**config.mk**
```make
export PLATFORM = sky130hd
export DESIGN_NAME = pst_status_bank
export DESIGN_NICKNAME = d
export VERILOG_FILES = /design/src/rtl/pst_pkg.sv /design/src/rtl/pst_temp_quant.sv /design/src/rtl/pst_status_bank.sv
export SDC_FILE = /design/constraint.sdc
export NUM_CORES = 1
export LEC_CHECK = 0
export BUFFER_PORTS_ARGS = -buffer_cell sky130_fd_sc_hd__buf_2
export CAP_MARGIN = 40
export CORE_ASPECT_RATIO = 1.5
export CORE_UTILIZATION = 62
export DETAILED_ROUTE_END_ITERATION = 16
export GPL_TIMING_DRIVEN = 0
export PLACE_DENSITY_LB_ADDON = 0.25
export SYNTH_ARGS = -nofsm -noshare
export SYNTH_HDL_FRONTEND = slang
export SYNTH_HIERARCHICAL = 1
export SYNTH_SLANG_ARGS = --single-unit
```
**constraint.sdc**
```tcl
create_clock -name clock -period 2.1 [get_ports clock]
set_clock_uncertainty 0.05 [all_clocks]
set_input_delay 0.315 -clock clock [delete_from_list [all_inputs] [get_ports clock]]
set_output_delay 0.315 -clock clock [all_outputs]
set_load 0.01 [all_outputs]
```
**src/rtl/pst_pkg.sv**
```systemverilog
// Constants, register map and shared helpers of the synthesizer status and temperature readback bank.
package pst_pkg;
  localparam int          ADDR_W          = 12;
  localparam int          DATA_W          = 32;
  localparam int          REG_W           = 24;
  // Printed offsets are register indices; byte address is four times the index.
  localparam logic [7:0]  IDX_SAMPLE      = 8'h00;
  localparam logic [7:0]  IDX_THERM_CTRL  = 8'h1E;
  localparam logic [7:0]  IDX_STATUS      = 8'h1F;
  localparam logic [7:0]  IDX_RSVD_A      = 8'h20;
  localparam logic [7:0]  IDX_TEMP        = 8'h21;
  localparam logic [7:0]  IDX_RSVD_B      = 8'h22;
  localparam logic [7:0]  IDX_IRQ_STATUS  = 8'h30;
  localparam logic [7:0]  IDX_IRQ_ENABLE  = 8'h31;
  localparam logic [7:0]  IDX_IRQ_CLEAR   = 8'h32;
  localparam int          SAMPLE_BIT      = 3;
  localparam int          SENS_EN_BIT     = 0;
  localparam int          LOCK_BIT        = 0;
  localparam int          OVF_LSB         = 1;
  localparam int          OVF_W           = 3;
  localparam int          SWEEP_BIT       = 5;
  localparam int          TEMP_W          = 7;
  localparam logic [23:0] RSVD_A_VALUE    = 24'h000020;
  localparam logic [23:0] RSVD_B_VALUE    = 24'h000000;
  localparam logic [23:0] STATUS_RESET    = 24'h000000;
  localparam logic [6:0]  TEMP_RESET      = 7'h00;
  localparam logic [6:0]  TEMP_MAX_CODE   = 7'h07;
  // Sensor temperature arrives as signed tenths of a degree Celsius.
  localparam int          TEMP_OFFSET_DC  = 400;
  localparam int          TEMP_STEP_DC    = 175;
  localparam int          TEMP_SAT_HI_DC  = 825;
  localparam int          TEMP_SAT_LO_DC  = -225;
  localparam int          IRQ_W           = 4;
  localparam int          IRQ_LOCK_LOST   = 0;
  localparam int          IRQ_OVERFLOW    = 1;
  localparam int          IRQ_SWEEP_END   = 2;
  localparam int          IRQ_TEMP_DONE   = 3;

  function automatic logic [ADDR_W-1:0] byte_addr(input logic [7:0] idx);
    byte_addr = {2'b00, idx, 2'b00};
  endfunction : byte_addr
endpackage : pst_pkg

```
**src/rtl/pst_temp_quant.sv**
```systemverilog
// Temperature quantiser: tenths of a degree into the saturating 7-bit code.
`timescale 1ns/10ps
`default_nettype none
module pst_temp_quant
  import pst_pkg::*;
(
  input  wire logic signed [15:0]     temp_dc,
  output logic         [pst_pkg::TEMP_W-1:0] code
);
  logic signed [31:0] shifted;
  logic signed [31:0] quot;

  assign shifted = 32'(temp_dc) + TEMP_OFFSET_DC;
  assign quot    = shifted / TEMP_STEP_DC;
  // Below -40 the truncating divide would round toward zero, so the low clamp covers it.
  assign code    = (32'(temp_dc) >= TEMP_SAT_HI_DC) ? TEMP_MAX_CODE :
                   (32'(temp_dc) <= TEMP_SAT_LO_DC) ? TEMP_RESET :
                   quot[TEMP_W-1:0];
endmodule : pst_temp_quant
`default_nettype wire

```
**src/rtl/pst_status_bank.sv**
```systemverilog
// APB register bank for loop status, temperature readback and their interrupts.
`timescale 1ns/10ps
`default_nettype none
module pst_status_bank
  import pst_pkg::*;
(
  input  wire logic                      clock,
  input  wire logic                      reset_n,
  input  wire logic                      clk_en,
  input  wire logic                      psel,
  input  wire logic                      penable,
  input  wire logic                      pwrite,
  input  wire logic [pst_pkg::ADDR_W-1:0] paddr,
  input  wire logic [pst_pkg::DATA_W-1:0] pwdata,
  input  wire logic [3:0]                pstrb,
  output logic      [pst_pkg::DATA_W-1:0] prdata,
  output logic                           pready,
  output logic                           pslverr,
  input  wire logic                      loop_locked,
  input  wire logic [pst_pkg::OVF_W-1:0] modulator_overflow,
  input  wire logic                      sweep_active,
  input  wire logic signed [15:0]        sensor_temp_dc,
  input  wire logic                      sensor_done,
  output logic                           sensor_power_en,
  output logic                           sample_strobe,
  output logic                           irq
);
  import pst_pkg::*;

  logic                  sens_en_ff;
  logic                  nxt_sens_en;
  logic                  lock_ff;
  logic [OVF_W-1:0]      ovf_ff;
  logic                  sweep_ff;
  logic [TEMP_W-1:0]     temp_ff;
  logic [TEMP_W-1:0]     temp_code;
  logic                  strobe_ff;
  logic [IRQ_W-1:0]      irq_stat_ff;
  logic [IRQ_W-1:0]      nxt_irq_stat;
  logic [IRQ_W-1:0]      irq_en_ff;
  logic [IRQ_W-1:0]      irq_events;
  logic [IRQ_W-1:0]      irq_clr;
  logic [DATA_W-1:0]     prdata_ff;
  logic [DATA_W-1:0]     rd_mux;
  logic                  pslverr_ff;
  logic                  setup;
  logic                  wr_en;
  logic                  hit_sample;
  logic                  hit_ctrl;
  logic                  hit_status;
  logic                  hit_rsvd_a;
  logic                  hit_temp;
  logic                  hit_rsvd_b;
  logic                  hit_istat;
  logic                  hit_ien;
  logic                  hit_iclr;
  logic                  mapped;
  logic [REG_W-1:0]      status_word;

  function automatic logic hit(input logic [ADDR_W-1:0] a, input logic [7:0] idx);
    hit = (a == byte_addr(idx));
  endfunction : hit

  // Data is registered in the setup cycle, so every access completes in its first access cycle.
  assign setup      = psel & ~penable;
  assign pready     = 1'b1;
  assign wr_en      = clk_en & psel & penable & pwrite;
  assign hit_sample = hit(paddr, IDX_SAMPLE);
  assign hit_ctrl   = hit(paddr, IDX_THERM_CTRL);
  assign hit_status = hit(paddr, IDX_STATUS);
  assign hit_rsvd_a = hit(paddr, IDX_RSVD_A);
  assign hit_temp   = hit(paddr, IDX_TEMP);
  assign hit_rsvd_b = hit(paddr, IDX_RSVD_B);
  assign hit_istat  = hit(paddr, IDX_IRQ_STATUS);
  assign hit_ien    = hit(paddr, IDX_IRQ_ENABLE);
  assign hit_iclr   = hit(paddr, IDX_IRQ_CLEAR);
  assign mapped     = hit_sample | hit_ctrl | hit_status | hit_rsvd_a | hit_temp |
                      hit_rsvd_b | hit_istat | hit_ien | hit_iclr;

  assign status_word = {18'h00000, sweep_ff, 1'b0, ovf_ff, lock_ff};

  // Read-only and reserved words have no write path at all.
  assign rd_mux = hit_ctrl   ? {31'h00000000, sens_en_ff} :
                  hit_status ? {8'h00, status_word} :
                  hit_rsvd_a ? {8'h00, RSVD_A_VALUE} :
                  hit_temp   ? {25'h0000000, temp_ff} :
                  hit_rsvd_b ? {8'h00, RSVD_B_VALUE} :
                  hit_istat  ? {28'h0000000, irq_stat_ff} :
                  hit_ien    ? {28'h0000000, irq_en_ff} :
                  32'h00000000;

  assign nxt_sens_en = (wr_en & hit_ctrl & pstrb[0]) ? pwdata[SENS_EN_BIT] : sens_en_ff;

  pst_temp_quant u_quant (
    .temp_dc (sensor_temp_dc),
    .code    (temp_code)
  );

  assign irq_events[IRQ_LOCK_LOST] = lock_ff & ~loop_locked;
  assign irq_events[IRQ_OVERFLOW]  = |(modulator_overflow & ~ovf_ff);
  assign irq_events[IRQ_SWEEP_END] = sweep_ff & ~sweep_active;
  assign irq_events[IRQ_TEMP_DONE] = sensor_done & sens_en_ff;
  assign irq_clr      = (wr_en & hit_iclr & pstrb[0]) ? pwdata[IRQ_W-1:0] : 4'h0;
  // A new event wins over a clear in the same cycle.
  assign nxt_irq_stat = (irq_stat_ff & ~irq_clr) | irq_events;
  assign irq          = |(irq_stat_ff & irq_en_ff);

  assign sensor_power_en = sens_en_ff;
  assign sample_strobe   = strobe_ff;
  assign prdata          = prdata_ff;
  assign pslverr         = pslverr_ff;

  always_ff @(posedge clock or negedge reset_n) begin
    if (!reset_n) begin
      sens_en_ff <= 1'b0;
      strobe_ff  <= 1'b0;
      irq_en_ff  <= 4'h0;
    end else if (clk_en) begin
      sens_en_ff <= nxt_sens_en;
      // One-cycle measurement trigger for the sensor, only taken while powered.
      strobe_ff  <= wr_en & hit_sample & pstrb[0] & pwdata[SAMPLE_BIT] & sens_en_ff;
      if (wr_en && hit_ien && pstrb[0]) begin
        irq_en_ff <= pwdata[IRQ_W-1:0];
      end
    end
  end

  always_ff @(posedge clock or negedge reset_n) begin
    if (!reset_n) begin
      lock_ff  <= STATUS_RESET[LOCK_BIT];
      ovf_ff   <= STATUS_RESET[OVF_LSB +: OVF_W];
      sweep_ff <= STATUS_RESET[SWEEP_BIT];
      temp_ff  <= TEMP_RESET;
    end else if (clk_en) begin
      lock_ff  <= loop_locked;
      ovf_ff   <= modulator_overflow;
      sweep_ff <= sweep_active;
      if (sensor_done && sens_en_ff) begin
        temp_ff <= temp_code;
      end
    end
  end

  always_ff @(posedge clock or negedge reset_n) begin
    if (!reset_n) begin
      irq_stat_ff <= 4'h0;
      prdata_ff   <= 32'h00000000;
      pslverr_ff  <= 1'b0;
    end else if (clk_en) begin
      irq_stat_ff <= nxt_irq_stat;
      if (setup) begin
        prdata_ff  <= pwrite ? 32'h00000000 : rd_mux;
        pslverr_ff <= ~mapped;
      end
    end
  end

  a_lock_follows: assert property (@(posedge clock) disable iff (!reset_n)
    clk_en |=> (status_word[LOCK_BIT] == $past(loop_locked)))
    else $error("lock flag does not follow the loop lock input");

  a_ovf_follows: assert property (@(posedge clock) disable iff (!reset_n)
    clk_en |=> (status_word[OVF_LSB +: OVF_W] == $past(modulator_overflow)))
    else $error("overflow flags do not follow the modulator");

  a_sweep_clears: assert property (@(posedge clock) disable iff (!reset_n)
    (clk_en && !sweep_active) |=> !status_word[SWEEP_BIT])
    else $error("sweep flag stays set after ramp end");

  a_sensor_power: assert property (@(posedge clock) disable iff (!reset_n)
    (wr_en && hit_ctrl && pstrb[0]) |=> (sensor_power_en == $past(pwdata[SENS_EN_BIT])))
    else $error("sensor power does not follow control write");

  a_temp_sat_hi: assert property (@(posedge clock) disable iff (!reset_n)
    (clk_en && sensor_done && sens_en_ff && sensor_temp_dc >= 16'sd825) |=> (temp_ff == 7'h07))
    else $error("temperature code not saturated high");

  a_temp_sat_lo: assert property (@(posedge clock) disable iff (!reset_n)
    (clk_en && sensor_done && sens_en_ff && sensor_temp_dc <= -16'sd225) |=> (temp_ff == 7'h00))
    else $error("temperature code not saturated low");

  a_temp_code: assert property (@(posedge clock) disable iff (!reset_n)
    (clk_en && sensor_done && sens_en_ff && sensor_temp_dc == 16'sd0) |=> (temp_ff == 7'h02))
    else $error("temperature code wrong at zero degrees");

  a_rsvd_read: assert property (@(posedge clock) disable iff (!reset_n)
    (clk_en && setup && !pwrite && hit_rsvd_a) |=> (prdata == 32'h00000020))
    else $error("reserved word reads wrong value");

  a_ro_write: assert property (@(posedge clock) disable iff (!reset_n)
    (wr_en && (hit_temp || hit_status)) |=> (sensor_power_en == $past(sensor_power_en)))
    else $error("write to read-only word changed control");

  // The bus never stalls, so a master that waits for ready must always see it.
  a_pready_high: assert property (@(posedge clock) disable iff (!reset_n)
    pready)
    else $error("pready dropped");

  // A low clock enable must freeze every piece of state, or software reads drift while the block is parked.
  a_freeze_lock: assert property (@(posedge clock) disable iff (!reset_n)
    !clk_en |=> (lock_ff == $past(lock_ff)))
    else $error("lock flag moved while frozen");

  a_freeze_ovf: assert property (@(posedge clock) disable iff (!reset_n)
    !clk_en |=> (ovf_ff == $past(ovf_ff)))
    else $error("overflow flags moved while frozen");

  a_freeze_sweep: assert property (@(posedge clock) disable iff (!reset_n)
    !clk_en |=> (sweep_ff == $past(sweep_ff)))
    else $error("sweep flag moved while frozen");

  a_freeze_temp: assert property (@(posedge clock) disable iff (!reset_n)
    !clk_en |=> (temp_ff == $past(temp_ff)))
    else $error("temperature code moved while frozen");

  a_freeze_sens: assert property (@(posedge clock) disable iff (!reset_n)
    !clk_en |=> (sens_en_ff == $past(sens_en_ff)))
    else $error("sensor enable moved while frozen");

  a_freeze_irqstat: assert property (@(posedge clock) disable iff (!reset_n)
    !clk_en |=> (irq_stat_ff == $past(irq_stat_ff)))
    else $error("interrupt status moved while frozen");

  a_freeze_ien: assert property (@(posedge clock) disable iff (!reset_n)
    !clk_en |=> (irq_en_ff == $past(irq_en_ff)))
    else $error("interrupt enable moved while frozen");

  a_temp_hold: assert property (@(posedge clock) disable iff (!reset_n)
    (clk_en && !sensor_done) |=> (temp_ff == $past(temp_ff)))
    else $error("temperature code changed without a sample");

  a_temp_unpowered: assert property (@(posedge clock) disable iff (!reset_n)
    (clk_en && sensor_done && !sens_en_ff) |=> (temp_ff == $past(temp_ff)))
    else $error("sample taken while sensor is off");

  a_strobe_single: assert property (@(posedge clock) disable iff (!reset_n)
    sample_strobe |=> !sample_strobe)
    else $error("sample strobe longer than one cycle");

  a_strobe_powered: assert property (@(posedge clock) disable iff (!reset_n)
    sample_strobe |-> $past(sensor_power_en))
    else $error("sample strobe while sensor off");

  a_sweep_sets: assert property (@(posedge clock) disable iff (!reset_n)
    (clk_en && sweep_active) |=> status_word[SWEEP_BIT])
    else $error("sweep flag not set during ramp");

  a_status_rsvd_bits: assert property (@(posedge clock) disable iff (!reset_n)
    (status_word[REG_W-1:SWEEP_BIT+1] == 18'h00000) && !status_word[4])
    else $error("reserved status bits not zero");

  a_rsvd_b_read: assert property (@(posedge clock) disable iff (!reset_n)
    (clk_en && setup && !pwrite && hit_rsvd_b) |=> (prdata == 32'h00000000))
    else $error("second reserved word reads wrong value");

  a_unmapped_err: assert property (@(posedge clock) disable iff (!reset_n)
    (clk_en && setup && !mapped) |=> (pslverr && (prdata == 32'h00000000)))
    else $error("unmapped access not refused");

  a_mapped_ok: assert property (@(posedge clock) disable iff (!reset_n)
    (clk_en && setup && mapped) |=> !pslverr)
    else $error("mapped access flagged as error");

  a_ro_temp_write: assert property (@(posedge clock) disable iff (!reset_n)
    (wr_en && hit_temp && !sensor_done) |=> (temp_ff == $past(temp_ff)))
    else $error("write changed temperature code");

  a_ctrl_read: assert property (@(posedge clock) disable iff (!reset_n)
    (clk_en && setup && !pwrite && hit_ctrl) |=> (prdata == {31'h00000000, $past(sens_en_ff)}))
    else $error("control word reads wrong value");

  a_temp_read: assert property (@(posedge clock) disable iff (!reset_n)
    (clk_en && setup && !pwrite && hit_temp) |=> (prdata == {25'h0000000, $past(temp_ff)}))
    else $error("temperature word reads wrong value");

  a_status_read: assert property (@(posedge clock) disable iff (!reset_n)
    (clk_en && setup && !pwrite && hit_status) |=> (prdata == {8'h00, $past(status_word)}))
    else $error("status word reads wrong value");

  // Every event must land in the sticky status even when a clear hits the same bit.
  a_lock_lost_irq: assert property (@(posedge clock) disable iff (!reset_n)
    (clk_en && irq_events[IRQ_LOCK_LOST]) |=> irq_stat_ff[IRQ_LOCK_LOST])
    else $error("lock loss not recorded");

  a_ovf_irq: assert property (@(posedge clock) disable iff (!reset_n)
    (clk_en && irq_events[IRQ_OVERFLOW]) |=> irq_stat_ff[IRQ_OVERFLOW])
    else $error("overflow event not recorded");

  a_sweep_end_irq: assert property (@(posedge clock) disable iff (!reset_n)
    (clk_en && irq_events[IRQ_SWEEP_END]) |=> irq_stat_ff[IRQ_SWEEP_END])
    else $error("sweep end not recorded");

  a_temp_done_irq: assert property (@(posedge clock) disable iff (!reset_n)
    (clk_en && sensor_done && sens_en_ff) |=> irq_stat_ff[IRQ_TEMP_DONE])
    else $error("temperature sample not recorded");

  a_irq_clear: assert property (@(posedge clock) disable iff (!reset_n)
    (irq_clr[IRQ_LOCK_LOST] && !irq_events[IRQ_LOCK_LOST]) |=> !irq_stat_ff[IRQ_LOCK_LOST])
    else $error("interrupt clear ignored");

  a_write_reads_zero: assert property (@(posedge clock) disable iff (!reset_n)
    (clk_en && setup && pwrite) |=> (prdata == 32'h00000000))
    else $error("write cycle returned read data");

  a_temp_mid: assert property (@(posedge clock) disable iff (!reset_n)
    (clk_en && sensor_done && sens_en_ff && sensor_temp_dc == 16'sd500) |=> (temp_ff == 7'h05))
    else $error("temperature code wrong at fifty degrees");
endmodule : pst_status_bank
`default_nettype wire

```
==> results of run 1 <==
through the flow:
| stage | TNS, ps | hold slack, ps | util [%] | instance area [µm²] | worst slack [ps] |
|---|---|---|---|---|---|
| 4_1_cts | -22960 | 37.5 | 87.3 | 7750 | -6240 |
| 3_5_place_dp | -27290 | 327 | 72.4 | 6430 | -7480 |
| 3_3_place_gp | -26420 | 320 | 72.4 | 6430 | -7220 |
| 2_1_floorplan | -21510 | -30.6 | - | 6060 | -5940 |
synth_stat cells, drive strengths merged, types with 4 or more instances:
cell / number
o21a: 4
o211ai: 12
or4: 6
o32ai: 6
a311o: 6
nand4: 6
or2: 7
inv: 12
mux2: 24
o22ai: 10
a32oi: 6
or3: 9
o31a: 5
a31oi: 10
nand3: 32
a21o: 5
and2: 11
buf: 48
a31o: 4
dfrtp: 30
ha: 9
nor3: 25
nor4: 13
xnor2: 32
o21ai: 37
and4b: 4
nand2: 55
nor2: 61
a211oi: 15
o41ai: 10
a221o: 4
a21oi: 43
xor2: 15
clkbuf: 5
o31ai: 7
nand2b: 6
mux2i: 12
a211o: 7
a22oi: 6
nor2b: 9
and3: 12
timing repair:
item	4_1_cts
gates resized for setup	100
pin swaps	75
endpoints found under the setup margin	4
buffers inserted	81
cloned	1
logic make-up after synthesis:
group / Yosys count / synth area share, %
AO/OA/AOI/OAI: 232 / 34.7
AND/OR/NAND/NOR: 272 / 27.1
XOR/XNOR: 48 / 8.89
flip-flops: 30 / 13.1
multiplexers: 36 / 7.01
buffers and inverters: 65 / 6.92
adder cells (fa/ha/maj): 10 / 2.14
other: 3 / 0.197
per-layer routing:
metal | GRT overflow | track usage (%)
met1 | 0 | 74.0
met2 | 5 | 91.8
met3 | 2 | 55.9
met4 | 7 | 79.1
met5 | 0 | 15.9
==> impl_metrics.ini, run 1 <==
[logic_synthesis]
synth_edf_count = 0
ys_ff_latch = 30
synth_largest_area_cell = dfrtp_1
ys_seq_area_share_pct = 13.1
synth-main-ff-cell = dfrtp_1
yosys.area.top_type_share_pct = 13.1
synth_area_um2 = 5730
synth_area_per_cell_um2 = 8.23
synth_cells = 696
synth_async_sr_flop_share_pct = 100
ys_types = 120
synth_area_leaders = dfrtp_1 (13%), buf_4 (4.2%), mux2_2 (4.1%), xnor2_1 (4.1%), nor2_1 (3.9%)
ys_warn_count = 6

[placed_design]
place.gp.congestion = 0.920
dpl.cell_count = 879
post-dp-hpwl_um = 12900
portBuffers = 47

[run_status]
status = did not finish
failed_stage = global routing
error_line = [ERROR GRT-0232] Routing congestion too high. Check the congestion heatmap in the GUI.

[grt]
track_usage_pct = 74.7
grt_start_max_net_pins = 31
overflow = 14

[clock_network]
cts_hold_buf = 0
cts_buffers = 5
ctsLongestPathBuffers = 2
cts-root-buf = clkbuf_16
clock_sinks = 30
htreeDepth = 2

[sta]
worstEndpointType = register input
crit_endpoint = temp_ff[2]$_DFFE_PN0P_/D

[die]
die_w_um = 80.5
design.portCount = 113
die_y_um = 120
fp-row-count = 42
start_util_pct = 64.5
==> inputs of run 2 (changes only) <==
--- a/config.mk
+++ b/config.mk
@@ -7,11 +7,10 @@
 export LEC_CHECK = 0
 export BUFFER_PORTS_ARGS = -buffer_cell sky130_fd_sc_hd__buf_2
 export CAP_MARGIN = 40
-export CORE_ASPECT_RATIO = 1.5
-export CORE_UTILIZATION = 62
+export CORE_UTILIZATION = 40
 export DETAILED_ROUTE_END_ITERATION = 16
 export GPL_TIMING_DRIVEN = 0
-export PLACE_DENSITY_LB_ADDON = 0.25
+export PLACE_DENSITY_LB_ADDON = 0.15
 export SYNTH_ARGS = -nofsm -noshare
 export SYNTH_HDL_FRONTEND = slang
 export SYNTH_HIERARCHICAL = 1
==> run 2 against run 1 <==
  * The flow now finishes, with violations (negative setup slack)
  * Area after synthesis stayed put
  * Synthesized cell count stayed put
==> impl_metrics.ini, run 2 <==
[routing]
drt-total-wl_um = 18500
drtAntennaViolNets = 0
via_per_inst = 5.92
drc = 0
drt_iter0_drc = 374
first_pass_iters = 6
num_vias = 6280
wl_per_cell_um = 17.4

[final_layout]
diodes = 0
area_growth_pct = 43.9
drive_gt1_share_pct = 45.7
layout_commonest_cell = buf_4
multi_input_area_um2 = 5580
final-seq-area_um2 = 751
mostFrequentLayoutCells = buf_4 (126), nor2_1 (54), buf_2 (54)
layout.cells.non_filler = 1061
stdcell_area_um2 = 8250
nets = 965
fillers = 1153

[job]
maxCapViolCount = 0

[placed_design]
dpl.cell_count = 950
post-dp-hpwl_um = 13000
portBuffers = 47
post_dp_cell_area_um2 = 6520
place.gp.congestion = 0.893

[sta]
rsz0062_at_grt = yes
timing.final.ws_setup_ps = -6450
slew_headroom_pct = 46.2
finalSetupViolCount = 4
min_period_ps = 8550
final-hold-violation-count = 0
fmax_ghz = 0.117
period_share_pct = 407
final_max_slew_viol_count = 0
tns_ps = -24090
tightestPinTransition_ps = 802
holdWs_ps = 35.3

[die]
die_y_um = 122
fp-row-count = 43
die_area_um2 = 14800
fp.coreArea_um2 = 13900
start_util_pct = 41.1
die_w_um = 122
design.portCount = 113

[critical_path]
cp-start-kind = input pin
endpoint_kind = register
critPathKind = in2reg
critPathTopFamily = compound AO/OA/AOI/OAI gates
cp_max_fo = 6
cpPeakStageDelay_ps = 510
critPathSlowestCell = or4_4
required_ps = 2200
worst-path-buf-inv = 6
cp.arrival_ps = 8650

[grt]
grt_pass1_wl_um = 29300
antenna_found_initial = 0
overflow = 0
track_usage_pct = 23.9
grt_start_max_net_pins = 31
first_global_vias = 5941

[logic_synthesis]
synthSimpleGateAreaFrac_pct = 27.1
synth_edf_count = 0
synth_compound_area_share_pct = 34.7
synth_area_per_cell_um2 = 8.23
ys_seq_area_share_pct = 13.1
synthMuxAreaShare_pct = 7.01
yosysMostFrequentCell = nor2_1
synth_area_leaders = dfrtp_1 (13%), buf_4 (4.2%), mux2_2 (4.1%), xnor2_1 (4.1%), nor2_1 (3.9%)
yosys.area.top_type_share_pct = 13.1
synth-main-ff-cell = dfrtp_1
synth_largest_area_cell = dfrtp_1
synth_async_sr_flop_share_pct = 100
ys_types = 120
yosys-top-cells-count = nor2_1 (59), nand2_1 (54), a21oi_1 (38)
ys_warn_count = 6
synth_xor_area_share_pct = 8.89
synth_area_um2 = 5730
synth_top_family_by_area = compound AO/OA/AOI/OAI gates
synth_adder_area_share_pct = 2.14
synth_cells = 696
ys_ff_latch = 30

[clock_network]
htreeDepth = 2
cts-root-buf = clkbuf_16
ctsLongestPathBuffers = 2
clkLatencyLatePin_ps = 270
cts_buffers = 5
clock_sinks = 30
clk_pin_slew_worst_paths_ps = 50
cts_tree = done
cts_hold_buf = 0

[power]
powerDensity_nw_per_um2 = 1880
peakVddDrop_mv = 1.04
leakagePower_uw = 0.00330

[worst_hold_path]
min_path_type = in2async

[run_status]
violations = negative setup slack
status = finished with violations
-- run 2: cell counts after synthesis --
No cell type changed its count.
-- run 2: worst paths after layout --
kind	startpoint	end	slack, ps	depth (start not counted)
max	sensor_temp_dc[4]	temp_ff[2]	-6450	42
min	reset_n	pslverr	40	1
max reg2reg	sensor_power_en	temp_ff[0]	640	2
min reg2reg	prdata[5]	prdata[5]	420	2
max in group asynchronous	reset_n	lock_ff	1510	1
min in group clock	sweep_active	irq_stat_ff[2]	220	2
-- run 2: cells by family after synthesis --
group	after synthesis
AOI/OAI and AO/OA	232
buffers and inverters	65
other	3
muxes	36
DFF	30
xor gates and xnor gates	48
and+or+nand+nor	272
adders and majority gates	10
-- run 2: metrics by stage --
stage	total power (µW)	worst slack (ps)	util, %
3_3_place_gp	10300	-7400	46.8
6_report	15500	-6450	59.2
3_5_place_dp	10400	-7520	46.8
2_1_floorplan	8680	-5940	-
5_1_grt	16500	-6820	59.2
4_1_cts	13500	-6190	55.5
-- run 2: power by group --
part | switching (µW) | internal [µW] | total, µW
logic | 7690 | 6530 | 14200
clock network | 236 | 469 | 705
registers | 8.63 | 590 | 598
total | 7930 | 7590 | 15500
-- run 2: timing repair --
item / CTS / global route
gates cloned: 0 / 0
setup endpoints to repair: 4 / 4
pin swaps: 67 / 33
gates resized for setup: 92 / 41
buffers inserted: 74 / 30
-- run 2: cell type report --
class                      instances  share of cell area (%)
buffer                            51                    4.34
timing repair buffer             153                    13.8
tap                              180                    2.73
clock inverter                     1                  0.0607
inverter                          12                   0.546
multi-input combinational        627                    67.6
sequential                        30                    9.10
clock buffer                       7                    1.73
-- run 2: metal layers --
layer	track usage, %	vias up	wire, µm
li1	-	3013	-
met1	31.4	3051	7980
met2	42.6	191	9430
met3	2.01	25	758
met4	4.78	0	289
met5	0	-	0
(Power assumes the default switching activity.)
==> inputs of run 3 (changes only) <==
--- a/config.mk
+++ b/config.mk
@@ -5,6 +5,7 @@
 export SDC_FILE = /design/constraint.sdc
 export NUM_CORES = 1
 export LEC_CHECK = 0
+export ABC_AREA = 1
 export BUFFER_PORTS_ARGS = -buffer_cell sky130_fd_sc_hd__buf_2
 export CAP_MARGIN = 40
 export CORE_UTILIZATION = 40
==> run 3 against run 2 <==
  * The flow still finishes with violations (negative setup slack)
  * Critical endpoint unchanged
  * Flip-flop and latch count is the same
  * Highest routed layer unchanged
  * Critical path type unchanged
  * Critical path depth grew 26
  * Cell area shrank 0.70%
  * Sequential share of layout area grew 0.064 points
  * Wire length shrank 18%
  * Global-route usage shrank 2.4 points
  * Maximum frequency grew 18%
  * Register-to-register slack gained 100 ps
  * Cell count grew 18%
  * Count of clock-buffer cells in the layout is the same
==> impl_metrics.ini, run 3 <==
[run_status]
status = finished with violations
violations = negative setup slack

[routing]
drc = 0
via_per_inst = 4.81
wl_per_cell_um = 12.1
first_pass_iters = 5
drt-total-wl_um = 15200
drt_iter0_drc = 226
num_vias = 6017
drtAntennaViolNets = 0

[logic_synthesis]
synth-main-ff-cell = dfrtp_1
synth_edf_count = 0
ys_types = 49
ys_seq_area_share_pct = 14.4
synth_area_leaders = nand2_1 (20%), dfrtp_1 (14%), nand3_1 (12%), inv_1 (6.1%), nor2_1 (4.6%)
synth_area_per_cell_um2 = 6.05
yosys-top-cells-count = nand2_1 (272), nand3_1 (122), inv_1 (85)
synth_area_um2 = 5230
ys_warn_count = 6
yosys.area.top_type_share_pct = 19.5
synth_async_sr_flop_share_pct = 100
yosysMostFrequentCell = nand2_1
synth_cells = 864
ys_ff_latch = 30
synth_largest_area_cell = nand2_1

[sta]
final_max_slew_viol_count = 0
timing.final.ws_setup_ps = -5120
final-hold-violation-count = 0
fmax_ghz = 0.138
slew_headroom_pct = 55.4
tightestPinTransition_ps = 668
rsz0062_at_grt = yes
tns_ps = -19150
min_period_ps = 7220
finalSetupViolCount = 4
period_share_pct = 344

[clock_network]
clk_pin_slew_worst_paths_ps = 50
htreeDepth = 2
cts_hold_buf = 0
cts-root-buf = clkbuf_16
clock_sinks = 30
ctsLongestPathBuffers = 2
cts_tree = done
clkLatencyLatePin_ps = 270
cts_buffers = 5

[critical_path]
critPathKind = in2reg
critPathSlowestCell = mux2_4
endpoint_kind = register
cp.arrival_ps = 7320
worst-path-buf-inv = 11
cpPeakStageDelay_ps = 270
cpMostUsedCell = nand2_4
required_ps = 2200
critPathTopFamily = simple AND/OR/NAND/NOR gates
r2r_cells = 3
cp_max_fo = 8
path_depth = 68
cp-start-kind = input pin

[worst_hold_path]
min_path_type = in2async

[grt]
antenna_found_initial = 0
grt_start_max_net_pins = 31
grt_pass1_wl_um = 24200
track_usage_pct = 21.6
overflow = 0
first_global_vias = 5447

[final_layout]
layout_commonest_cell = nand2_1
area_growth_pct = 56.6
nets = 1161
drive_gt1_share_pct = 48.2
mostFrequentLayoutCells = nand2_1 (196), buf_4 (136), nand3_1 (89)

[placed_design]
place.gp.congestion = 0.847
post-dp-hpwl_um = 10200
portBuffers = 55

[die]
design.portCount = 113
fp-row-count = 41
die_area_um2 = 13500
die_w_um = 116
start_util_pct = 41.3
fp.coreArea_um2 = 12700
die_y_um = 116

[job]
maxCapViolCount = 0
==> run 3: cells by family after synthesis <==
logic type | synth area share [%]
XOR/XNOR | 3.52
adder cells (fa/ha/maj) | 2.15
flip-flops | 14.4
multiplexers | 0.861
other | 0.215
buffers and inverters | 13.8
AO/OA/AOI/OAI | 7.85
AND/OR/NAND/NOR | 57.2
==> run 3: final timing paths <==
kind | startpoint | endpoint | slack, ps
worst max-delay path | sensor_temp_dc[4] | temp_ff[2] | -5120
worst min-delay path | reset_n | ovf_ff[0] | 30
worst max register to register | sensor_power_en | temp_ff[2] | 740
worst min register to register | prdata[2] | prdata[2] | 420
max in group asynchronous | reset_n | prdata[0] | 1530
min in group clock | modulator_overflow[0] | ovf_ff[0] | 220
==> run 3: layout make-up <==
cell class	count	area (µm²)
antenna	1	2.50
buffer	39	330
clock buffer	7	143
clock inverter	1	5.00
fill	1125	4480
inverter	107	424
multi-input combinational	715	4960
sequential	30	751
tap	172	215
timing repair buffer	178	1360
==> run 3: per-layer routing <==
layer | up-vias | wire (µm) | track usage (%)
met5 | - | 0 | 0
met4 | 0 | 124 | 2.48
met3 | 13 | 369 | 1.50
met2 | 91 | 7990 | 39.9
met1 | 2781 | 6670 | 28.1
li1 | 3132 | - | -
==> run 3: per-stage QoR <==
stage / hold slack (ps) / utilization [%] / setup WS (ps) / cells / area (µm²)
after floorplan: -30.6 / - / -4690 / 890 / 5550
after global placement: 334 / 47.7 / -5860 / 1117 / 6040
after global routing: 98.8 / 64.6 / -5610 / 1249 / 8190
after CTS: 48.9 / 58.2 / -4990 / 1212 / 7370
after detailed placement: 337 / 47.7 / -5800 / 1118 / 6050
final: 27.4 / 64.6 / -5120 / 1250 / 8190
==> run 3: repair_timing <==
item / in CTS / in global routing
gates cloned: 4 / 0
hold endpoints to repair: 0 / 0
endpoints found under the setup margin: 4 / 4
resized for setup: 121 / 128
setup buffers: 82 / 38
pin swaps: 86 / 85
Power of run 3 is not shown: default switching activity piles up to over one toggle a cycle in this logic, so the estimate is an artifact.
==> inputs of run 4 (changes only) <==
--- a/config.mk
+++ b/config.mk
@@ -6,7 +6,7 @@
 export NUM_CORES = 1
 export LEC_CHECK = 0
 export ABC_AREA = 1
-export BUFFER_PORTS_ARGS = -buffer_cell sky130_fd_sc_hd__buf_2
+export BUFFER_PORTS_ARGS = -buffer_cell sky130_fd_sc_hd__buf_4
 export CAP_MARGIN = 40
 export CORE_UTILIZATION = 40
 export DETAILED_ROUTE_END_ITERATION = 16
@@ -16,3 +16,4 @@
 export SYNTH_HDL_FRONTEND = slang
 export SYNTH_HIERARCHICAL = 1
 export SYNTH_SLANG_ARGS = --single-unit
+export TNS_END_PERCENT = 50
==> run 4 against run 3 <==
  * The flow still finishes with violations (negative setup slack)
  * Sequential share of layout area up 0.29 points
  * Non-clock buffer count down 26
  * Register-to-register slack better by 40 ps
  * Flip-flop and latch count unchanged
  * Critical path depth up 2
  * Die area unchanged
  * Wire length down 4.8%
  * Cell count down 2.2%
  * Cell area down 3.1%
  * Global-route usage down 0.28 points
  * Utilization down 2.0 points
  * Critical path type unchanged
  * Largest cell class unchanged
  * Highest routed layer unchanged
==> impl_metrics.ini, run 4 (synthesized netlist as in run 3, its figures left out) <==
[placed_design]
place.gp.congestion = 0.827
dpl.cell_count = 1118
post-dp-hpwl_um = 10100
place_worst_setup_slack_ps = -5790
portBuffers = 55

[final_layout]
layout_commonest_cell = nand2_1
area_growth_pct = 51.8
layout.cells.non_filler = 1223
diodes = 0
mostFrequentLayoutCells = nand2_1 (200), buf_4 (164), nand3_1 (95)
nets = 1135
drive_gt1_share_pct = 45.4

[routing]
drtAntennaViolNets = 0
num_vias = 5849
drt_iter0_drc = 215
wl_per_cell_um = 11.8
first_pass_iters = 5
drt-total-wl_um = 14400
via_per_inst = 4.78
drc = 0

[critical_path]
cp_max_fo = 8
cpMostUsedCell = nand2_4
endpoint_kind = register
cp.arrival_ps = 7350
cpPeakStageDelay_ps = 280
critPathSlowestCell = nor3_4
cp-start-kind = input pin
critPathKind = in2reg
required_ps = 2210

[sta]
period_share_pct = 345
final-hold-violation-count = 0
slew_headroom_pct = 61.3
rsz0062_at_grt = yes
final_max_slew_viol_count = 0
tightestPinTransition_ps = 579
fmax_ghz = 0.138
finalSetupViolCount = 4
min_period_ps = 7240
timing.final.ws_setup_ps = -5140

[clock_network]
cts-root-buf = clkbuf_16
cts_tree = done
clkLatencyLatePin_ps = 270
clock_sinks = 30
ctsLongestPathBuffers = 2
cts_buffers = 5
htreeDepth = 2
clk_pin_slew_worst_paths_ps = 50

[die]
fp.coreArea_um2 = 12700
design.portCount = 113
fp-row-count = 41
die_w_um = 116
start_util_pct = 41.3
die_y_um = 116
die_area_um2 = 13500

[grt]
grt_start_max_net_pins = 31
first_global_vias = 5558
overflow = 0
track_usage_pct = 21.3
grt_pass1_wl_um = 23900
antenna_found_initial = 0

[worst_hold_path]
min_path_type = in2reg

[run_status]
status = finished with violations
violations = negative setup slack

[job]
maxCapViolCount = 0
==> run 4: through the flow <==
stage	area (µm²)	utilization [%]	hold slack [ps]	setup TNS [ps]
floorplan	5550	-	-30.6	-17210
global placement	6170	48.7	212	-21470
detailed placement	6180	48.8	215	-21460
CTS	7460	58.9	208	-18420
global route	7940	62.6	212	-20920
finish	7940	62.6	210	-19020
==> run 4: area by class of cell <==
cell class	instances	area [µm²]
Inverter	107	427
Tap cell	172	215
Multi-Input combinational cell	715	4800
Fill cell	1190	4740
Buffer	39	330
Clock inverter	1	5.00
Sequential cell	30	751
Clock buffer	7	143
Timing Repair Buffer	152	1260
==> run 4: repair_timing <==
action | 4_1_cts | 5_1_grt
setup buffers | 69 | 23
hold buffers | 1 | 0
endpoints found under the setup margin | 4 | 4
gates cloned | 3 | 1
gates resized for setup | 135 | 67
pin swaps | 87 | 82
hold endpoints to repair | 30 | 0
==> run 4: worst max-delay path, delay by kind of cell <==
| family | cells | cell delay, ps |
|---|---|---|
| adder cells (fa/ha/maj) | 3 | 480 |
| buffers and inverters | 12 | 1300 |
| AND/OR/NAND/NOR | 51 | 4690 |
| XOR/XNOR | 2 | 200 |
| AO/OA/AOI/OAI | 1 | 90 |
| multiplexers | 1 | 260 |
==> run 4: worst paths after layout <==
kind | slack, ps | end | from | cells past startpoint
max reg2reg | 780 | temp_ff[2] | sensor_power_en | 3
max in group asynchronous | 1260 | temp_ff[4] | reset_n | 2
min reg2reg | 430 | prdata[5] | prdata[5] | 2
min | 210 | ovf_ff[1] | modulator_overflow[1] | 3
min in group asynchronous | 450 | sample_strobe | reset_n | 2
max | -5140 | temp_ff[2] | sensor_temp_dc[4] | 70
==> run 4: routing by layer <==
metal	global-route usage, %	up-vias	routed length (µm)
li1	-	3067	-
met1	25.7	2691	6440
met2	40.8	74	7520
met3	1.97	17	313
met4	3.93	0	157
met5	0	-	0
Power of run 4 is left out for the same reason.
